### src/inc/rtcwd_pkg.sv
package rtcwd_pkg;
  // Clock rate and the documented times, each with its derived cycle count.
  localparam int CLK_HZ = 125_000_000; // System clock rate in hertz.
  localparam int TICK_US = 10_000; // Hundredth-second tick period in microseconds.
  localparam int TICK_CYC = CLK_HZ / 1_000_000 * TICK_US; // Cycles per hundredth tick.
  localparam int WAVE_HZ = 1024; // Square wave frequency in hertz.
  localparam int WAVE_HALF_CYC = CLK_HZ / (2 * WAVE_HZ); // Cycles per half square-wave period.
  localparam int PULSE_MS = 3; // Least interrupt pulse width in milliseconds.
  localparam int PULSE_CYC = CLK_HZ / 1000 * PULSE_MS; // Cycles per interrupt pulse.
  localparam int CNT_W = 24; // Width of the timing counters.
  localparam int ADDR_W = 17; // Width of the address lines.

  // Register locations.
  localparam logic [3:0] A_HUND = 4'h0; // Hundredths of seconds.
  localparam logic [3:0] A_SEC = 4'h1; // Seconds.
  localparam logic [3:0] A_MIN = 4'h2; // Minutes.
  localparam logic [3:0] A_AMIN = 4'h3; // Alarm minutes.
  localparam logic [3:0] A_HRS = 4'h4; // Hours.
  localparam logic [3:0] A_AHRS = 4'h5; // Alarm hours.
  localparam logic [3:0] A_DAY = 4'h6; // Day of week.
  localparam logic [3:0] A_ADAY = 4'h7; // Alarm day.
  localparam logic [3:0] A_DATE = 4'h8; // Date of month.
  localparam logic [3:0] A_MON = 4'h9; // Month and control bits.
  localparam logic [3:0] A_YR = 4'ha; // Year.
  localparam logic [3:0] A_CMD = 4'hb; // Command register.
  localparam logic [3:0] A_WDH = 4'hc; // Watchdog hundredths.
  localparam logic [3:0] A_WDS = 4'hd; // Watchdog seconds.

  // Readable bits of each register.
  localparam logic [7:0] M_SEC = 8'h7f; // Seconds digits.
  localparam logic [7:0] M_HRS = 8'h7f; // Mode, meridiem and hour digits.
  localparam logic [7:0] M_DAY = 8'h07; // Day of week digit.
  localparam logic [7:0] M_DATE = 8'h3f; // Date digits.
  localparam logic [7:0] M_MON = 8'h1f; // Month digits.
  localparam logic [7:0] M_ADAY = 8'h87; // Alarm day mask and digit.
  localparam logic [7:0] M_CMD_RW = 8'hfc; // Writable command bits.

  // Bit positions.
  localparam int B_OSC_STOP = 7; // Oscillator stop in the months register.
  localparam int B_WAVE_OFF = 6; // Square wave off in the months register.
  localparam int B_HR12 = 6; // Twelve-hour select in the hours register.
  localparam int B_PM = 5; // Meridiem bit in twelve-hour counting.
  localparam int B_AMASK = 7; // Mask bit of each alarm register.
  localparam int B_FREEZE_RELEASE = 7; // Transfer enable.
  localparam int B_SWAP = 6; // Interrupt routing.
  localparam int B_BPOL = 5; // Interrupt B drive polarity.
  localparam int B_PULSE = 4; // Pulse or level select.
  localparam int B_DOGM = 3; // Watchdog interrupt mask.
  localparam int B_TODM = 2; // Time-of-day interrupt mask.

  // Reset values.
  localparam logic [7:0] R_CMD = 8'h8c; // Transfers on, both interrupts suppressed.
  localparam logic [7:0] R_ONE = 8'h01; // First day, date and month.
  localparam logic R_OSC_STOP = 1'b1; // Oscillator stopped.
  localparam logic R_WAVE_OFF = 1'b1; // Square wave off.

  // One full set of time-of-day fields.
  typedef struct packed {
    logic [7:0] hund; // Hundredths.
    logic [7:0] sec; // Seconds.
    logic [7:0] min; // Minutes.
    logic [7:0] hrs; // Hours with mode bits.
    logic [7:0] day; // Day of week.
    logic [7:0] date; // Date of month.
    logic [7:0] mon; // Month digits.
    logic [7:0] yr; // Year.
  } rtcwd_time_t;

  localparam rtcwd_time_t R_TIME = '{8'h00, 8'h00, 8'h00, 8'h00, R_ONE, R_ONE, R_ONE, 8'h00}; // Reset time.
endpackage

### src/hw/rtcwd_core.sv
// Contract
// - Unused time bits and alarm-day bits read zero.
// - Oscillator runs only while month bit7 zero.
// - Month bit6 zero drives 1024 Hz square wave.
// - Hours bit6 selects 12-hour; bit5 PM/tens.
// - External hundredths refreshed each tick, whole time at hundredths rollover, unless frozen/stopped.
// - Internal counters keep advancing while externals frozen.
// - Alarm mask bits; all clear needs full match.
// - Masks give daily, hourly, per-minute alarms.
// - Alarm register access clears alarm flag, interrupt.
// - Watchdog registers read back programmed BCD period.
// - Watchdog access reloads countdown, clears flag, interrupt.
// - Countdown zero raises interrupt, reloads, repeats.
// - Zero watchdog period disables watchdog alarms.
// - Command bit7 gates internal-to-external transfers.
// - Command bit6 routes alarms to interrupt pins.
// - Command bit5 picks interrupt B source or sink.
// - Command bit4 selects level or 3 ms pulse.
// - Command bits3,2 suppress watchdog, time-of-day interrupts.
// - Flags set on alarm, clear on access.
// - Read presents addressed byte while selected, output enabled.
// - Write spans select and strobe, captured at end.
// - Fixed map of time, alarm, command registers.
`timescale 1ns/1ps
module rtcwd_core #(
  parameter int TICK_CYC = rtcwd_pkg::TICK_CYC, // Cycles per hundredth tick.
  parameter int WAVE_HALF_CYC = rtcwd_pkg::WAVE_HALF_CYC, // Cycles per square-wave half period.
  parameter int PULSE_CYC = rtcwd_pkg::PULSE_CYC // Cycles per interrupt pulse.
) (
  input wire logic clk_i, // System clock.
  input wire logic rst_b_i, // Asynchronous reset, active low.
  input wire logic chip_sel_b_i, // Chip select, active low.
  input wire logic out_drive_b_i, // Output drive request, active low.
  input wire logic write_strobe_b_i, // Write strobe, active low.
  input wire logic [rtcwd_pkg::ADDR_W-1:0] addr_lines_i, // Address lines.
  input wire logic [7:0] data_lines_i, // Data lines from the host.
  output logic [7:0] data_lines_o, // Data lines to the host.
  output logic data_lines_oe_b_o, // Data drive enable, low while driving.
  output logic irq_out_first_o, // First interrupt pin level when driven.
  output logic irq_out_first_oe_b_o, // First interrupt drive enable, low while driving.
  output logic irq_out_second_o, // Second interrupt pin level when driven.
  output logic irq_out_second_oe_b_o, // Second interrupt drive enable, low while driving.
  output logic square_wave_out_o, // Square wave level.
  output logic square_wave_out_oe_b_o // Square wave drive enable, low while driving.
);

  // Add one to a two-digit BCD value without wrapping.
  function automatic logic [7:0] bcd_inc(input logic [7:0] v);
    bcd_inc = (v[3:0] == 4'h9) ? {v[7:4] + 4'h1, 4'h0} : {v[7:4], v[3:0] + 4'h1};
  endfunction

  // Subtract one from a four-digit BCD value.
  function automatic logic [15:0] bcd_dec(input logic [15:0] v);
    logic [15:0] r;
    logic borrow;
    r = v;
    borrow = 1'b1;
    for (int i = 0; i < 4; i++) begin
      if (borrow) begin
        if (r[i*4 +: 4] == 4'h0) begin
          r[i*4 +: 4] = 4'h9;
        end else begin
          r[i*4 +: 4] = r[i*4 +: 4] - 4'h1;
          borrow = 1'b0;
        end
      end
    end
    bcd_dec = r;
  endfunction

  // Last date of a month, with leap years every fourth year.
  function automatic logic [7:0] month_len(input logic [7:0] mon, input logic [7:0] yr);
    logic leap;
    leap = yr[4] ? (yr[3:0] == 4'h2 || yr[3:0] == 4'h6) : (yr[3:0] == 4'h0 || yr[3:0] == 4'h4 || yr[3:0] == 4'h8);
    if (mon == 8'h02) begin
      month_len = leap ? 8'h29 : 8'h28;
    end else if (mon == 8'h04 || mon == 8'h06 || mon == 8'h09 || mon == 8'h11) begin
      month_len = 8'h30;
    end else begin
      month_len = 8'h31;
    end
  endfunction

  // Store one host byte into a time field; both copies use this.
  function automatic rtcwd_pkg::rtcwd_time_t put_time(input rtcwd_pkg::rtcwd_time_t t, input logic [3:0] a,
                                                     input logic [7:0] d);
    put_time = t;
    case (a)
      rtcwd_pkg::A_HUND: put_time.hund = d;
      rtcwd_pkg::A_SEC: put_time.sec = d & rtcwd_pkg::M_SEC;
      rtcwd_pkg::A_MIN: put_time.min = d & rtcwd_pkg::M_SEC;
      rtcwd_pkg::A_HRS: put_time.hrs = d & rtcwd_pkg::M_HRS;
      rtcwd_pkg::A_DAY: put_time.day = d & rtcwd_pkg::M_DAY;
      rtcwd_pkg::A_DATE: put_time.date = d & rtcwd_pkg::M_DATE;
      rtcwd_pkg::A_MON: put_time.mon = d & rtcwd_pkg::M_MON;
      rtcwd_pkg::A_YR: put_time.yr = d;
      default: put_time = t;
    endcase
  endfunction

  // Bus strobes decoded from the pins.
  wire rd_act = !chip_sel_b_i && !out_drive_b_i && write_strobe_b_i; // Read cycle in progress.
  wire wr_act = !chip_sel_b_i && !write_strobe_b_i; // Write cycle in progress.
  wire in_map = (addr_lines_i[rtcwd_pkg::ADDR_W-1:4] == '0); // Address falls in the register block.
  wire [3:0] rd_addr = addr_lines_i[3:0]; // Register index of a read.

  logic rd_q_r; // Read active last cycle.
  logic wr_q_r; // Write active last cycle.
  logic wr_map_r; // Write address fell in the register block.
  logic [3:0] wr_addr_r; // Address held during a write.
  logic [7:0] wr_data_r; // Data sampled in the last write cycle.
  logic [7:0] cmd_r; // Command register control bits.
  logic osc_stop_r; // Oscillator stopped.
  logic wave_off_r; // Square wave off.
  logic [7:0] amin_r; // Alarm minutes with mask.
  logic [7:0] ahrs_r; // Alarm hours with mask.
  logic [7:0] aday_r; // Alarm day with mask.
  logic [7:0] wdh_r; // Watchdog hundredths.
  logic [7:0] wds_r; // Watchdog seconds.
  logic [15:0] dog_cnt_r; // Live watchdog countdown.
  logic [rtcwd_pkg::CNT_W-1:0] tick_cnt_r; // Hundredth-tick divider.
  logic [rtcwd_pkg::CNT_W-1:0] wave_cnt_r; // Square-wave divider.
  logic wave_r; // Square wave level.
  logic [1:0] flag_r; // Alarm flags: bit 0 time of day, bit 1 watchdog.
  logic [rtcwd_pkg::CNT_W-1:0] pcnt_r [2]; // Pulse time left per flag.
  rtcwd_pkg::rtcwd_time_t int_r; // Internal running counters.
  rtcwd_pkg::rtcwd_time_t ext_r; // External host-visible copy.
  rtcwd_pkg::rtcwd_time_t int_nxt; // Next internal counters.
  rtcwd_pkg::rtcwd_time_t ext_nxt; // Next external copy.
  rtcwd_pkg::rtcwd_time_t adv; // Internal counters after one tick.
  logic sec_wrap; // Seconds roll from 59 to 00 this tick.
  logic [7:0] rd_data; // Selected read byte.

  // Access pulses: a read counts at its start, a write at its end.
  wire rd_start = rd_act && !rd_q_r && in_map; // First cycle of a register read.
  wire wr_end = wr_q_r && !wr_act && wr_map_r; // Write completes this cycle.
  wire [3:0] acc_addr = wr_end ? wr_addr_r : rd_addr; // Address of the access.
  wire acc = rd_start || wr_end; // Any register access this cycle.
  wire alarm_acc = acc && (acc_addr == rtcwd_pkg::A_AMIN || acc_addr == rtcwd_pkg::A_AHRS ||
                           acc_addr == rtcwd_pkg::A_ADAY); // Alarm register touched.
  wire dog_acc = acc && (acc_addr == rtcwd_pkg::A_WDH || acc_addr == rtcwd_pkg::A_WDS); // Watchdog touched.
  wire time_wr = wr_end && wr_addr_r <= rtcwd_pkg::A_YR && wr_addr_r != rtcwd_pkg::A_AMIN &&
                 wr_addr_r != rtcwd_pkg::A_AHRS && wr_addr_r != rtcwd_pkg::A_ADAY; // Time field written.

  // Tick and mode decode.
  wire osc_on = !osc_stop_r; // Oscillator running.
  wire tick = osc_on && (tick_cnt_r == rtcwd_pkg::CNT_W'(TICK_CYC - 1)); // Hundredth-second tick.
  wire freeze_release_bit = cmd_r[rtcwd_pkg::B_FREEZE_RELEASE]; // Transfers enabled.
  wire at_98 = (int_r.hund == 8'h98); // Next tick enters hundredth 99.
  wire at_99 = (int_r.hund == 8'h99); // Next tick rolls hundredths to 00.
  wire hr12 = int_r.hrs[rtcwd_pkg::B_HR12]; // Twelve-hour counting.
  wire [15:0] period = {wds_r, wdh_r}; // Programmed watchdog period.
  wire dog_en = (period != 16'h0000); // Watchdog enabled.
  wire dog_fire = tick && dog_en && !dog_acc && (dog_cnt_r <= 16'h0001); // Countdown reaches zero.
  wire pulse_mode = cmd_r[rtcwd_pkg::B_PULSE]; // Pulse signalling.

  // Alarm compare against the freshly incremented time, masked fields always match.
  wire m_min = amin_r[rtcwd_pkg::B_AMASK] || (adv.min == {1'b0, amin_r[6:0]}); // Minutes match.
  wire m_hrs = ahrs_r[rtcwd_pkg::B_AMASK] || (adv.hrs == {1'b0, ahrs_r[6:0]}); // Hours match.
  wire m_day = aday_r[rtcwd_pkg::B_AMASK] || (adv.day == {5'h00, aday_r[2:0]}); // Day match.
  wire tod_fire = tick && at_98 && sec_wrap && m_min && m_hrs && m_day; // Alarm on the minute boundary.
  wire [1:0] evt = {dog_fire, tod_fire}; // Alarm events per flag.
  wire [1:0] clr = {dog_acc, alarm_acc}; // Clearing accesses per flag.
  wire [1:0] act = flag_r & ~{cmd_r[rtcwd_pkg::B_DOGM], cmd_r[rtcwd_pkg::B_TODM]}; // Unsuppressed.
  wire swap = cmd_r[rtcwd_pkg::B_SWAP]; // Routing select.
  wire irq_a = swap ? act[0] : act[1]; // First pin alarm.
  wire irq_b = swap ? act[1] : act[0]; // Second pin alarm.

  // One tick of the internal counters, carrying digit by digit.
  always_comb begin
    adv = int_r;
    sec_wrap = 1'b0;
    adv.hund = at_99 ? 8'h00 : bcd_inc(int_r.hund);
    if (at_98) begin // Upper fields advance as hundredths enter 99.
      sec_wrap = (int_r.sec == 8'h59);
      adv.sec = sec_wrap ? 8'h00 : bcd_inc(int_r.sec);
      if (sec_wrap) begin
        adv.min = (int_r.min == 8'h59) ? 8'h00 : bcd_inc(int_r.min);
        if (int_r.min == 8'h59) begin
          if (hr12) begin // Twelve-hour counting toggles meridiem at 11 to 12.
            if (int_r.hrs[4:0] == 5'h12) begin
              adv.hrs = {int_r.hrs[7:5], 5'h01};
            end else if (int_r.hrs[4:0] == 5'h11) begin
              adv.hrs = {int_r.hrs[7:6], !int_r.hrs[rtcwd_pkg::B_PM], 5'h12};
            end else begin
              adv.hrs = {int_r.hrs[7:5], 5'(bcd_inc({3'h0, int_r.hrs[4:0]}))};
            end
          end else begin // Twenty-four-hour counting uses bit 5 as a tens digit.
            adv.hrs = (int_r.hrs[5:0] == 6'h23) ? {int_r.hrs[7:6], 6'h00} :
                      {int_r.hrs[7:6], 6'(bcd_inc({2'h0, int_r.hrs[5:0]}))};
          end
          if (hr12 ? (int_r.hrs[5:0] == 6'h31) : (int_r.hrs[5:0] == 6'h23)) begin // Midnight.
            adv.day = (int_r.day == 8'h07) ? rtcwd_pkg::R_ONE : bcd_inc(int_r.day);
            adv.date = (int_r.date == month_len(int_r.mon, int_r.yr)) ? rtcwd_pkg::R_ONE : bcd_inc(int_r.date);
            if (int_r.date == month_len(int_r.mon, int_r.yr)) begin
              adv.mon = (int_r.mon == 8'h12) ? rtcwd_pkg::R_ONE : bcd_inc(int_r.mon);
              if (int_r.mon == 8'h12) begin
                adv.yr = (int_r.yr == 8'h99) ? 8'h00 : bcd_inc(int_r.yr);
              end
            end
          end
        end
      end
    end
  end

  // Next values of both copies; a host write wins over the tick for its field.
  always_comb begin
    int_nxt = tick ? adv : int_r; // Keeps running while frozen.
    ext_nxt = ext_r;
    if (tick && freeze_release_bit) begin // Refresh only when transfers are on.
      ext_nxt.hund = adv.hund;
      if (at_99) begin
        ext_nxt = adv; // Whole copy as hundredths roll to 00.
      end
    end
    if (time_wr) begin
      int_nxt = put_time(int_nxt, wr_addr_r, wr_data_r);
      ext_nxt = put_time(ext_nxt, wr_addr_r, wr_data_r);
    end
  end

  // Register read selection; unused bits read zero.
  always_comb begin
    rd_data = 8'h00;
    if (in_map) begin
      case (rd_addr)
        rtcwd_pkg::A_HUND: rd_data = ext_r.hund;
        rtcwd_pkg::A_SEC: rd_data = ext_r.sec;
        rtcwd_pkg::A_MIN: rd_data = ext_r.min;
        rtcwd_pkg::A_AMIN: rd_data = amin_r;
        rtcwd_pkg::A_HRS: rd_data = ext_r.hrs;
        rtcwd_pkg::A_AHRS: rd_data = ahrs_r;
        rtcwd_pkg::A_DAY: rd_data = ext_r.day;
        rtcwd_pkg::A_ADAY: rd_data = aday_r & rtcwd_pkg::M_ADAY;
        rtcwd_pkg::A_DATE: rd_data = ext_r.date;
        rtcwd_pkg::A_MON: rd_data = {osc_stop_r, wave_off_r, ext_r.mon[5:0]};
        rtcwd_pkg::A_YR: rd_data = ext_r.yr;
        rtcwd_pkg::A_CMD: rd_data = {cmd_r[7:2], flag_r};
        rtcwd_pkg::A_WDH: rd_data = wdh_r;
        rtcwd_pkg::A_WDS: rd_data = wds_r;
        default: rd_data = 8'h00;
      endcase
    end
  end

  // Bus sampling and the data pins.
  always_ff @(posedge clk_i or negedge rst_b_i) begin
    if (!rst_b_i) begin
      rd_q_r <= 1'b0;
      wr_q_r <= 1'b0;
      wr_map_r <= 1'b0;
      wr_addr_r <= 4'h0;
      wr_data_r <= 8'h00;
      data_lines_o <= 8'h00;
      data_lines_oe_b_o <= 1'b1;
    end else begin
      rd_q_r <= rd_act;
      wr_q_r <= wr_act;
      if (wr_act) begin // Latest sample stands when the write ends.
        wr_map_r <= in_map;
        wr_addr_r <= addr_lines_i[3:0];
        wr_data_r <= data_lines_i;
      end
      data_lines_o <= rd_data;
      data_lines_oe_b_o <= !rd_act;
    end
  end

  // Host-written control, alarm and watchdog registers.
  always_ff @(posedge clk_i or negedge rst_b_i) begin
    if (!rst_b_i) begin
      cmd_r <= rtcwd_pkg::R_CMD;
      osc_stop_r <= rtcwd_pkg::R_OSC_STOP;
      wave_off_r <= rtcwd_pkg::R_WAVE_OFF;
      amin_r <= 8'h00;
      ahrs_r <= 8'h00;
      aday_r <= 8'h00;
      wdh_r <= 8'h00;
      wds_r <= 8'h00;
    end else if (wr_end) begin
      case (wr_addr_r)
        rtcwd_pkg::A_CMD: cmd_r <= wr_data_r & rtcwd_pkg::M_CMD_RW; // Flags stay read-only.
        rtcwd_pkg::A_MON: begin
          osc_stop_r <= wr_data_r[rtcwd_pkg::B_OSC_STOP];
          wave_off_r <= wr_data_r[rtcwd_pkg::B_WAVE_OFF];
        end
        rtcwd_pkg::A_AMIN: amin_r <= wr_data_r;
        rtcwd_pkg::A_AHRS: ahrs_r <= wr_data_r;
        rtcwd_pkg::A_ADAY: aday_r <= wr_data_r & rtcwd_pkg::M_ADAY;
        rtcwd_pkg::A_WDH: wdh_r <= wr_data_r;
        rtcwd_pkg::A_WDS: wds_r <= wr_data_r;
        default: cmd_r <= cmd_r;
      endcase
    end
  end

  // Time copies, tick divider and watchdog countdown.
  always_ff @(posedge clk_i or negedge rst_b_i) begin
    if (!rst_b_i) begin
      int_r <= rtcwd_pkg::R_TIME;
      ext_r <= rtcwd_pkg::R_TIME;
      tick_cnt_r <= '0;
      dog_cnt_r <= 16'h0000;
    end else begin
      int_r <= int_nxt;
      ext_r <= ext_nxt;
      tick_cnt_r <= (tick || !osc_on) ? '0 : tick_cnt_r + 1'b1; // Halts with the oscillator.
      if (dog_acc) begin
        dog_cnt_r <= wr_end ? ((wr_addr_r == rtcwd_pkg::A_WDH) ? {wds_r, wr_data_r} : {wr_data_r, wdh_r}) :
                     period; // Reload on any access.
      end else if (dog_fire) begin
        dog_cnt_r <= period; // Repeat every period.
      end else if (tick && dog_en) begin
        dog_cnt_r <= bcd_dec(dog_cnt_r);
      end
    end
  end

  // Flags with optional pulse timing; an alarm wins over a clearing access.
  for (genvar i = 0; i < 2; i++) begin : g_flag
    always_ff @(posedge clk_i or negedge rst_b_i) begin
      if (!rst_b_i) begin
        flag_r[i] <= 1'b0;
        pcnt_r[i] <= '0;
      end else if (evt[i]) begin
        flag_r[i] <= 1'b1;
        pcnt_r[i] <= rtcwd_pkg::CNT_W'(PULSE_CYC);
      end else if (clr[i]) begin
        flag_r[i] <= 1'b0;
        pcnt_r[i] <= '0;
      end else if (pcnt_r[i] != '0) begin
        pcnt_r[i] <= pcnt_r[i] - 1'b1;
        if (pulse_mode && pcnt_r[i] == rtcwd_pkg::CNT_W'(1)) begin
          flag_r[i] <= 1'b0; // Pulse ends and the pin releases.
        end
      end
    end
  end

  // Square wave and interrupt pins.
  always_ff @(posedge clk_i or negedge rst_b_i) begin
    if (!rst_b_i) begin
      wave_cnt_r <= '0;
      wave_r <= 1'b0;
      square_wave_out_o <= 1'b0;
      square_wave_out_oe_b_o <= 1'b1;
      irq_out_first_o <= 1'b0;
      irq_out_first_oe_b_o <= 1'b1;
      irq_out_second_o <= 1'b0;
      irq_out_second_oe_b_o <= 1'b1;
    end else begin
      if (!osc_on || wave_cnt_r == rtcwd_pkg::CNT_W'(WAVE_HALF_CYC - 1)) begin
        wave_cnt_r <= '0;
        wave_r <= osc_on && !wave_r;
      end else begin
        wave_cnt_r <= wave_cnt_r + 1'b1;
      end
      square_wave_out_o <= wave_r;
      square_wave_out_oe_b_o <= wave_off_r; // Released when switched off.
      irq_out_first_o <= 1'b0; // Open drain, pulls low when active.
      irq_out_first_oe_b_o <= !irq_a;
      irq_out_second_o <= cmd_r[rtcwd_pkg::B_BPOL]; // Source high or sink low.
      irq_out_second_oe_b_o <= !irq_b;
    end
  end

endmodule // rtcwd_core

### config.mk
export PLATFORM = sky130hd
export DESIGN_NAME = rtcwd_core
export DESIGN_NICKNAME = d
export VERILOG_FILES = /design/src/inc/rtcwd_pkg.sv /design/src/hw/rtcwd_core.sv
export SDC_FILE = /design/constraint.sdc
export NUM_CORES = 1
export LEC_CHECK = 0
export BUFFER_PORTS_ARGS = -buffer_cell sky130_fd_sc_hd__buf_4
export CORE_MARGIN = 4
export CORE_UTILIZATION = 40
export DETAILED_ROUTE_END_ITERATION = 8
export PLACE_DENSITY = 0.63
export SKIP_CTS_REPAIR_TIMING = 1
export SYNTH_ARGS = -nofsm -noshare
export SYNTH_HDL_FRONTEND = slang
export SYNTH_SLANG_ARGS = --single-unit
### constraint.sdc
create_clock -name clk_i -period 3.8 [get_ports clk_i]
set_clock_uncertainty 0.1 [all_clocks]
set_input_delay 0 -clock clk_i [delete_from_list [all_inputs] [get_ports clk_i]]
set_output_delay 0 -clock clk_i [all_outputs]
set_load 0.01 [all_outputs]
Word level (Yosys, flattened, before mapping)
Index checks and enable logic that the tools add are counted.
W data, S select, Z words.
{"block": "word_totals", "ff_bits": 316, "inputBits": 30, "out_inout_bits": 15, "elab_cells": 334}
{"block": "op_classes", "add_sub_neg": 25, "n_lt_le_gt_ge": 2, "eq_ne": 70, "muxes": 104, "bitwise_logic": 2, "reduce_logical": 84}
{"op": "$mux W8", "count": 36}
{"op": "$mux W64", "count": 4}
{"op": "$mux W24", "count": 8}
{"op": "$mux W56", "count": 2}
{"op": "$pmux W8 S14", "count": 1}
{"op": "$mux W16", "count": 6}
{"op": "$eq A4 B4 Y1 const B", "count": 23}
{"op": "$add A4 B1 Y4 const B", "count": 15}
{"op": "$add A24 B1 Y24 const B", "count": 2}
{"op": "$eq A24 B1 Y1 const B", "count": 2}
{"op": "$eq A4 B3 Y1 const B", "count": 12}
{"op": "$mux W48", "count": 1}
{"op": "$reduce_bool A24 Y1", "count": 2}
{"op": "$sub A24 B1 Y24 const B", "count": 2}
{"op": "$mux W39", "count": 1}
{"op": "$mux W32", "count": 1}
{"op": "$mux W4", "count": 8}
{"op": "$mux W1", "count": 29}
{"op": "$logic_not A4 Y1", "count": 7}
{"op": "$logic_and A1 B1 Y1", "count": 26}
{"op": "$eq A24 B16 Y1 const B", "count": 1}
{"op": "$eq A24 B21 Y1 const B", "count": 1}
{"op": "$eq A4 B2 Y1 const B", "count": 6}
{"op": "$eq A8 B3 Y1 const B", "count": 3}
{"op": "other kinds (29)", "count": 88}

Logic depth before layout (Yosys ltp)
{"block": "depth", "word_depth": 26, "depth_mapped": 13, "depth_no_buf": 10}

Worst setup path before layout
No wires, ideal clock.
{"block": "synth_timing", "path_type": "reg2reg", "start": "register int_r[53] (netlist bit)", "end": "register pcnt_r[32] (netlist bit)", "setup_time_ps": 156, "arrival_ps": 2670, "required_time_ps": 3544, "slack_ps": 874, "path_stages_with_launch": 14, "n_path_buf": 3, "period_less_slack_ps": 2926, "path_cell_list": "dfrtp_1 inv_1 ha_1 and3b_1 clkbuf_1 nand4_2 or3_1 buf_2 a211oi_2 a21oi_1 a211oi_1 a41o_1 buf_2 a311oi_1"}
{"block": "synth_via", "elab_chain_cells": 9, "word_cells_on_any_way": 16, "classes_between": "eq/ne (4); mux (4); reduce/logical (8)"}
{"element": "from (decl)", "line": "rtcwd_core.sv:126", "source": "rtcwd_pkg::rtcwd_time_t int_r;"}
{"element": "from (signal assigned)", "line": "rtcwd_core.sv:301", "source": "int_r <= rtcwd_pkg::R_TIME;"}
{"element": "from (signal assigned)", "line": "rtcwd_core.sv:306", "source": "int_r <= int_nxt;"}
{"element": "$eq A8 B7 Y1 (*)", "line": "rtcwd_core.sv:175", "source": "sec_wrap = (int_r.sec == 8'h59);"}
{"element": "$mux W48", "line": "rtcwd_core.sv:177", "source": "if (sec_wrap) begin"}
{"element": "$mux W56", "line": "rtcwd_core.sv:174", "source": "if (at_98) begin"}
{"element": "$eq A8 B7 Y1", "line": "rtcwd_core.sv:158", "source": "wire m_min = amin_r[rtcwd_pkg::B_AMASK] || (adv.min == {1'b0, amin_r[6:0]});"}
{"element": "$logic_or A1 B1 Y1", "line": "rtcwd_core.sv:158"}
{"element": "$logic_and A1 B1 Y1 (2 in a row)", "line": "rtcwd_core.sv:161", "source": "wire tod_fire = tick && at_98 && sec_wrap && m_min && m_hrs && m_day;"}
{"element": "$logic_and A1 B1 Y1 (*)", "line": "rtcwd_core.sv:161"}
{"element": "$reduce_bool A3 Y1 (no source line) / $mux W24 (equally long branches)"}
{"element": "to (signal, indexed assignment)", "line": "rtcwd_core.sv:328", "source": "pcnt_r[i] <= rtcwd_pkg::CNT_W'(PULSE_CYC);"}
{"element": "to (signal, indexed assignment)", "line": "rtcwd_core.sv:333", "source": "pcnt_r[i] <= pcnt_r[i] - 1'b1;"}
{"element": "to (decl)", "line": "rtcwd_core.sv:125", "source": "logic [rtcwd_pkg::CNT_W-1:0] pcnt_r [2];"}
Mark *: on every way between the ends. The rest lies on a longest branch, timed or not.
A chain may end at the register's enable or synchronous reset.

Worst setup path in the final report
{"block": "layout_timing", "start": "register int_r[53] (netlist bit)", "end": "register pcnt_r[38] (netlist bit)"}
The elaborated chain is that of the path after synthesis.

==> flow_metrics.py <==
metrics = {
    "detailed_routing": {
        "wl_per_cell_um": 20.21,
        "drt-pass1-iter-count": 5,
        "routed_via_density": 5.899,
        "drtIter0Drc": 1576,
        "drc": 0,
        "antenna_left": 0,
        "wl_mm": 54.03,
        "vias": 15770,
    },
    "timing": {
        "fin_ws_ns": 0.3430,
        "rsz0062_at_grt": "no",
        "slew_violations": 0,
        "fmax_mhz": 289.3,
        "report.final.hold_viol_count": 12,
        "slew_headroom_pct": 29.27,
        "holdWs_ns": -0.02031,
        "period_needed_ns": 3.457,
        "setup_tns_ns": 0,
        "timing.final.crit_share_pct": 90.97,
        "setup_viol": 0,
        "worst_slew_pin_slew_ns": 1.061,
    },
    "layout": {
        "layout.nets": 2118,
        "fin_area_um2": 20470,
        "final_cell_mix": "dfrtp_1, nor2_1, nand2_1",
        "synthToLayoutAreaGrowth_pct": 13.98,
        "diodes": 0,
        "fin_util_pct": 46.20,
        "final_common_cell": "dfrtp_1",
        "drive_above_1_share_pct": 12.40,
    },
    "logic_synthesis": {
        "async_flop_share_pct": 100.0,
        "synth_compound_area_share_pct": 16.79,
        "synth.distinct_cells": 97,
        "synth-edff-count": 0,
        "synthesis.nets": 2076,
        "synth_top_family_by_area": "simple AND/OR/NAND/NOR gates",
        "synth_top_flop_cell": "dfrtp_1",
        "synthSimpleGateAreaFrac_pct": 22.33,
        "ys_ff_latch": 313,
        "yosys.area_share.xor_xnor_pct": 4.974,
        "yosysSeqAreaShare_pct": 43.71,
        "syn_inst": 2011,
        "synth_adder_area_share_pct": 2.438,
        "avgSynthCellArea_um2": 8.932,
        "yosysWarnings": 0,
        "netlist_area_um2": 17960,
        "synthMuxAreaShare_pct": 6.116,
    },
    "critical_path": {
        "reg2regPathDepth": 12,
        "path_buf_inv": 3,
        "path_class": "flip-flop to flip-flop",
        "slowest_delay_ns": 0.43,
        "cp_data_arrival_time_ns": 3.76,
        "worst_path_max_delay_cell": "dfrtp_1",
        "crit_family": "simple AND/OR/NAND/NOR gates",
        "crit_required_ns": 4.11,
        "crit_cells": 12,
        "worstSetupStartpointType": "flip-flop",
        "crit_chain": "inv_1, ha_1, and3b_1, nand4_1, buf_4, nor3_1, o211ai_1, nor4b_1, o2111ai_1, o21ai_4, buf_4, a311oi_1",
        "cp_max_fo": 25,
        "endpoint_kind": "flip-flop",
        "crit_path_frequent_cell": "buf_4",
    },
    "cts": {
        "cts.sinks": 313,
        "h-tree-depth": 2,
        "cts-root-buf": "clkbuf_16",
        "clk_latency_ns": 0.55,
        "path_clk_slew_ns": 0.06,
        "cts_tree": "built",
        "cts_buffers": 38,
        "clockBufferDepth": 3,
    },
    "pwr": {
        "p_per_area_nw_per_um2": 371.5,
        "switching_share_pct": 24.73,
        "pwr-share-comb_pct": 5.1,
        "peakVddDrop_mv": 0.2887,
        "leakagePower_uw": 0.008463,
        "clock_power_share_pct": 47.6,
        "power_uw": 7607,
        "power.switching_uw": 1881,
        "internal-power_uw": 5725,
        "power_frac_seq_pct": 47.3,
    },
    "place": {
        "pre_cts_slack_ns": 0.4307,
        "placed_cell_area_um2": 18970,
        "portBuffers": 43,
        "dp_hpwl_mm": 37.61,
        "globalplace.congestion": 0.9746,
    },
    "global_routing": {
        "grt_pass1_wl_mm": 85.77,
        "grt_max_degree": 114,
        "grt_pass1_vias": 15050,
        "grt_overflow": 0,
        "antenna_found_initial": 2,
        "grt_usage_pct": 22.25,
    },
    "floorplanning": {
        "core_area_um2": 44320,
        "ios": 45,
        "fp.dieH_um": 219.9,
        "die_w_um": 219.9,
        "row_count": 77,
        "initial_core_util_pct": 40.53,
        "die_area_um2": 48360,
    },
    "run": {
        "maxCapViolCount": 0,
    },
    "status": {
        "violations": "negative hold slack",
        "outcome": "complete, but fails checks",
    },
    "min_path": {
        "hold_path.class": "input port to asynchronous set/reset pin",
    },
}
-- stage by stage --
step / cells / hold WS [ns]
after floorplan: 2011 / -0.3956
after global placement: 2577 / 0.03350
after detailed placement: 2577 / 0.02773
after CTS: 2645 / -0.5623
after global routing: 2673 / 0.06615
final: 2673 / -0.02031
-- worst paths after layout --
check,startpoint,end,slack [ns]
worst max-delay path,int_r[53],pcnt_r[38],0.34
worst min-delay path,rst_b_i,wave_cnt_r[0],-0.02
worst max register to register,int_r[53],pcnt_r[38],0.34
worst min register to register,wave_r,square_wave_out_o,0.32
max in group asynchronous,rst_b_i,cmd_r[7],2.59
min in group clk_i,out_drive_b_i,data_lines_oe_b_o,0.10
-- worst reg2reg max path, stage by stage, from the launching register on --
cell and delay (ns):
dfrtp_1 0.43, inv_1 0.10, ha_1 0.18, and3b_1 0.28
nand4_1 0.40, buf_4 0.32, nor3_1 0.25, o211ai_1 0.12
nor4b_1 0.29, o2111ai_1 0.22, o21ai_4 0.16, buf_4 0.31
a311oi_1 0.16
-- sequential cells by signal, indices dropped and copies added, names as in the netlist, 16 cells and up --
register / count
ext_r: 62
int_r: 62
pcnt_r: 48
tick_cnt_r: 24
wave_cnt_r: 24
dog_cnt_r: 16
-- cell families after synthesis --
logic type / Yosys count
multiplexers: 99
XOR/XNOR: 102
adder cells (fa/ha/maj): 35
other: 1
AND/OR/NAND/NOR: 821
buffers and inverters: 159
flip-flops: 313
AO/OA/AOI/OAI: 481
-- power by group through the flow --
stage | registers, µW | clock network [µW] | logic, µW
3_5_place_dp | 3650 | 0 | 354
4_1_cts | 3590 | 3700 | 354
2_1_floorplan | 3540 | 0 | 229
6_report | 3600 | 3620 | 386
3_3_place_gp | 3650 | 0 | 347
5_1_grt | 3610 | 3840 | 431
-- per-layer routing --
layer	share of wire, %	GRT usage (%)	vias to the layer above
li1	-	-	7338
met4	3.8	8.499	2
met1	45	31.95	7695
met3	7.1	3.461	130
met2	44	33.89	603
met5	0.013	0	-
-- layout make-up --
cell class,instances,area (µm²)
fill,4239,23840
multi-input combinational,1539,9488
sequential,313,7851
clock buffer,50,1037
timing repair buffer,116,998.5
tap,592,740.7
clock inverter,18,188.9
inverter,45,168.9
-- synth_stat cells (all sizes together) (44+ instances only) --
cell,instances,area [µm²]
clkbuf,92,345.3
inv,44,165.2
a21oi,155,787.0
nor2,258,970.9
o21ai,137,700.7
nor3,56,296.5
nand2,230,865.8
xor2,57,499.2
mux2,56,630.6
dfrtp,298,7457
nand3,67,335.3
xnor2,45,394.1
No activity file was read; power rests on OpenSTA's default activity.
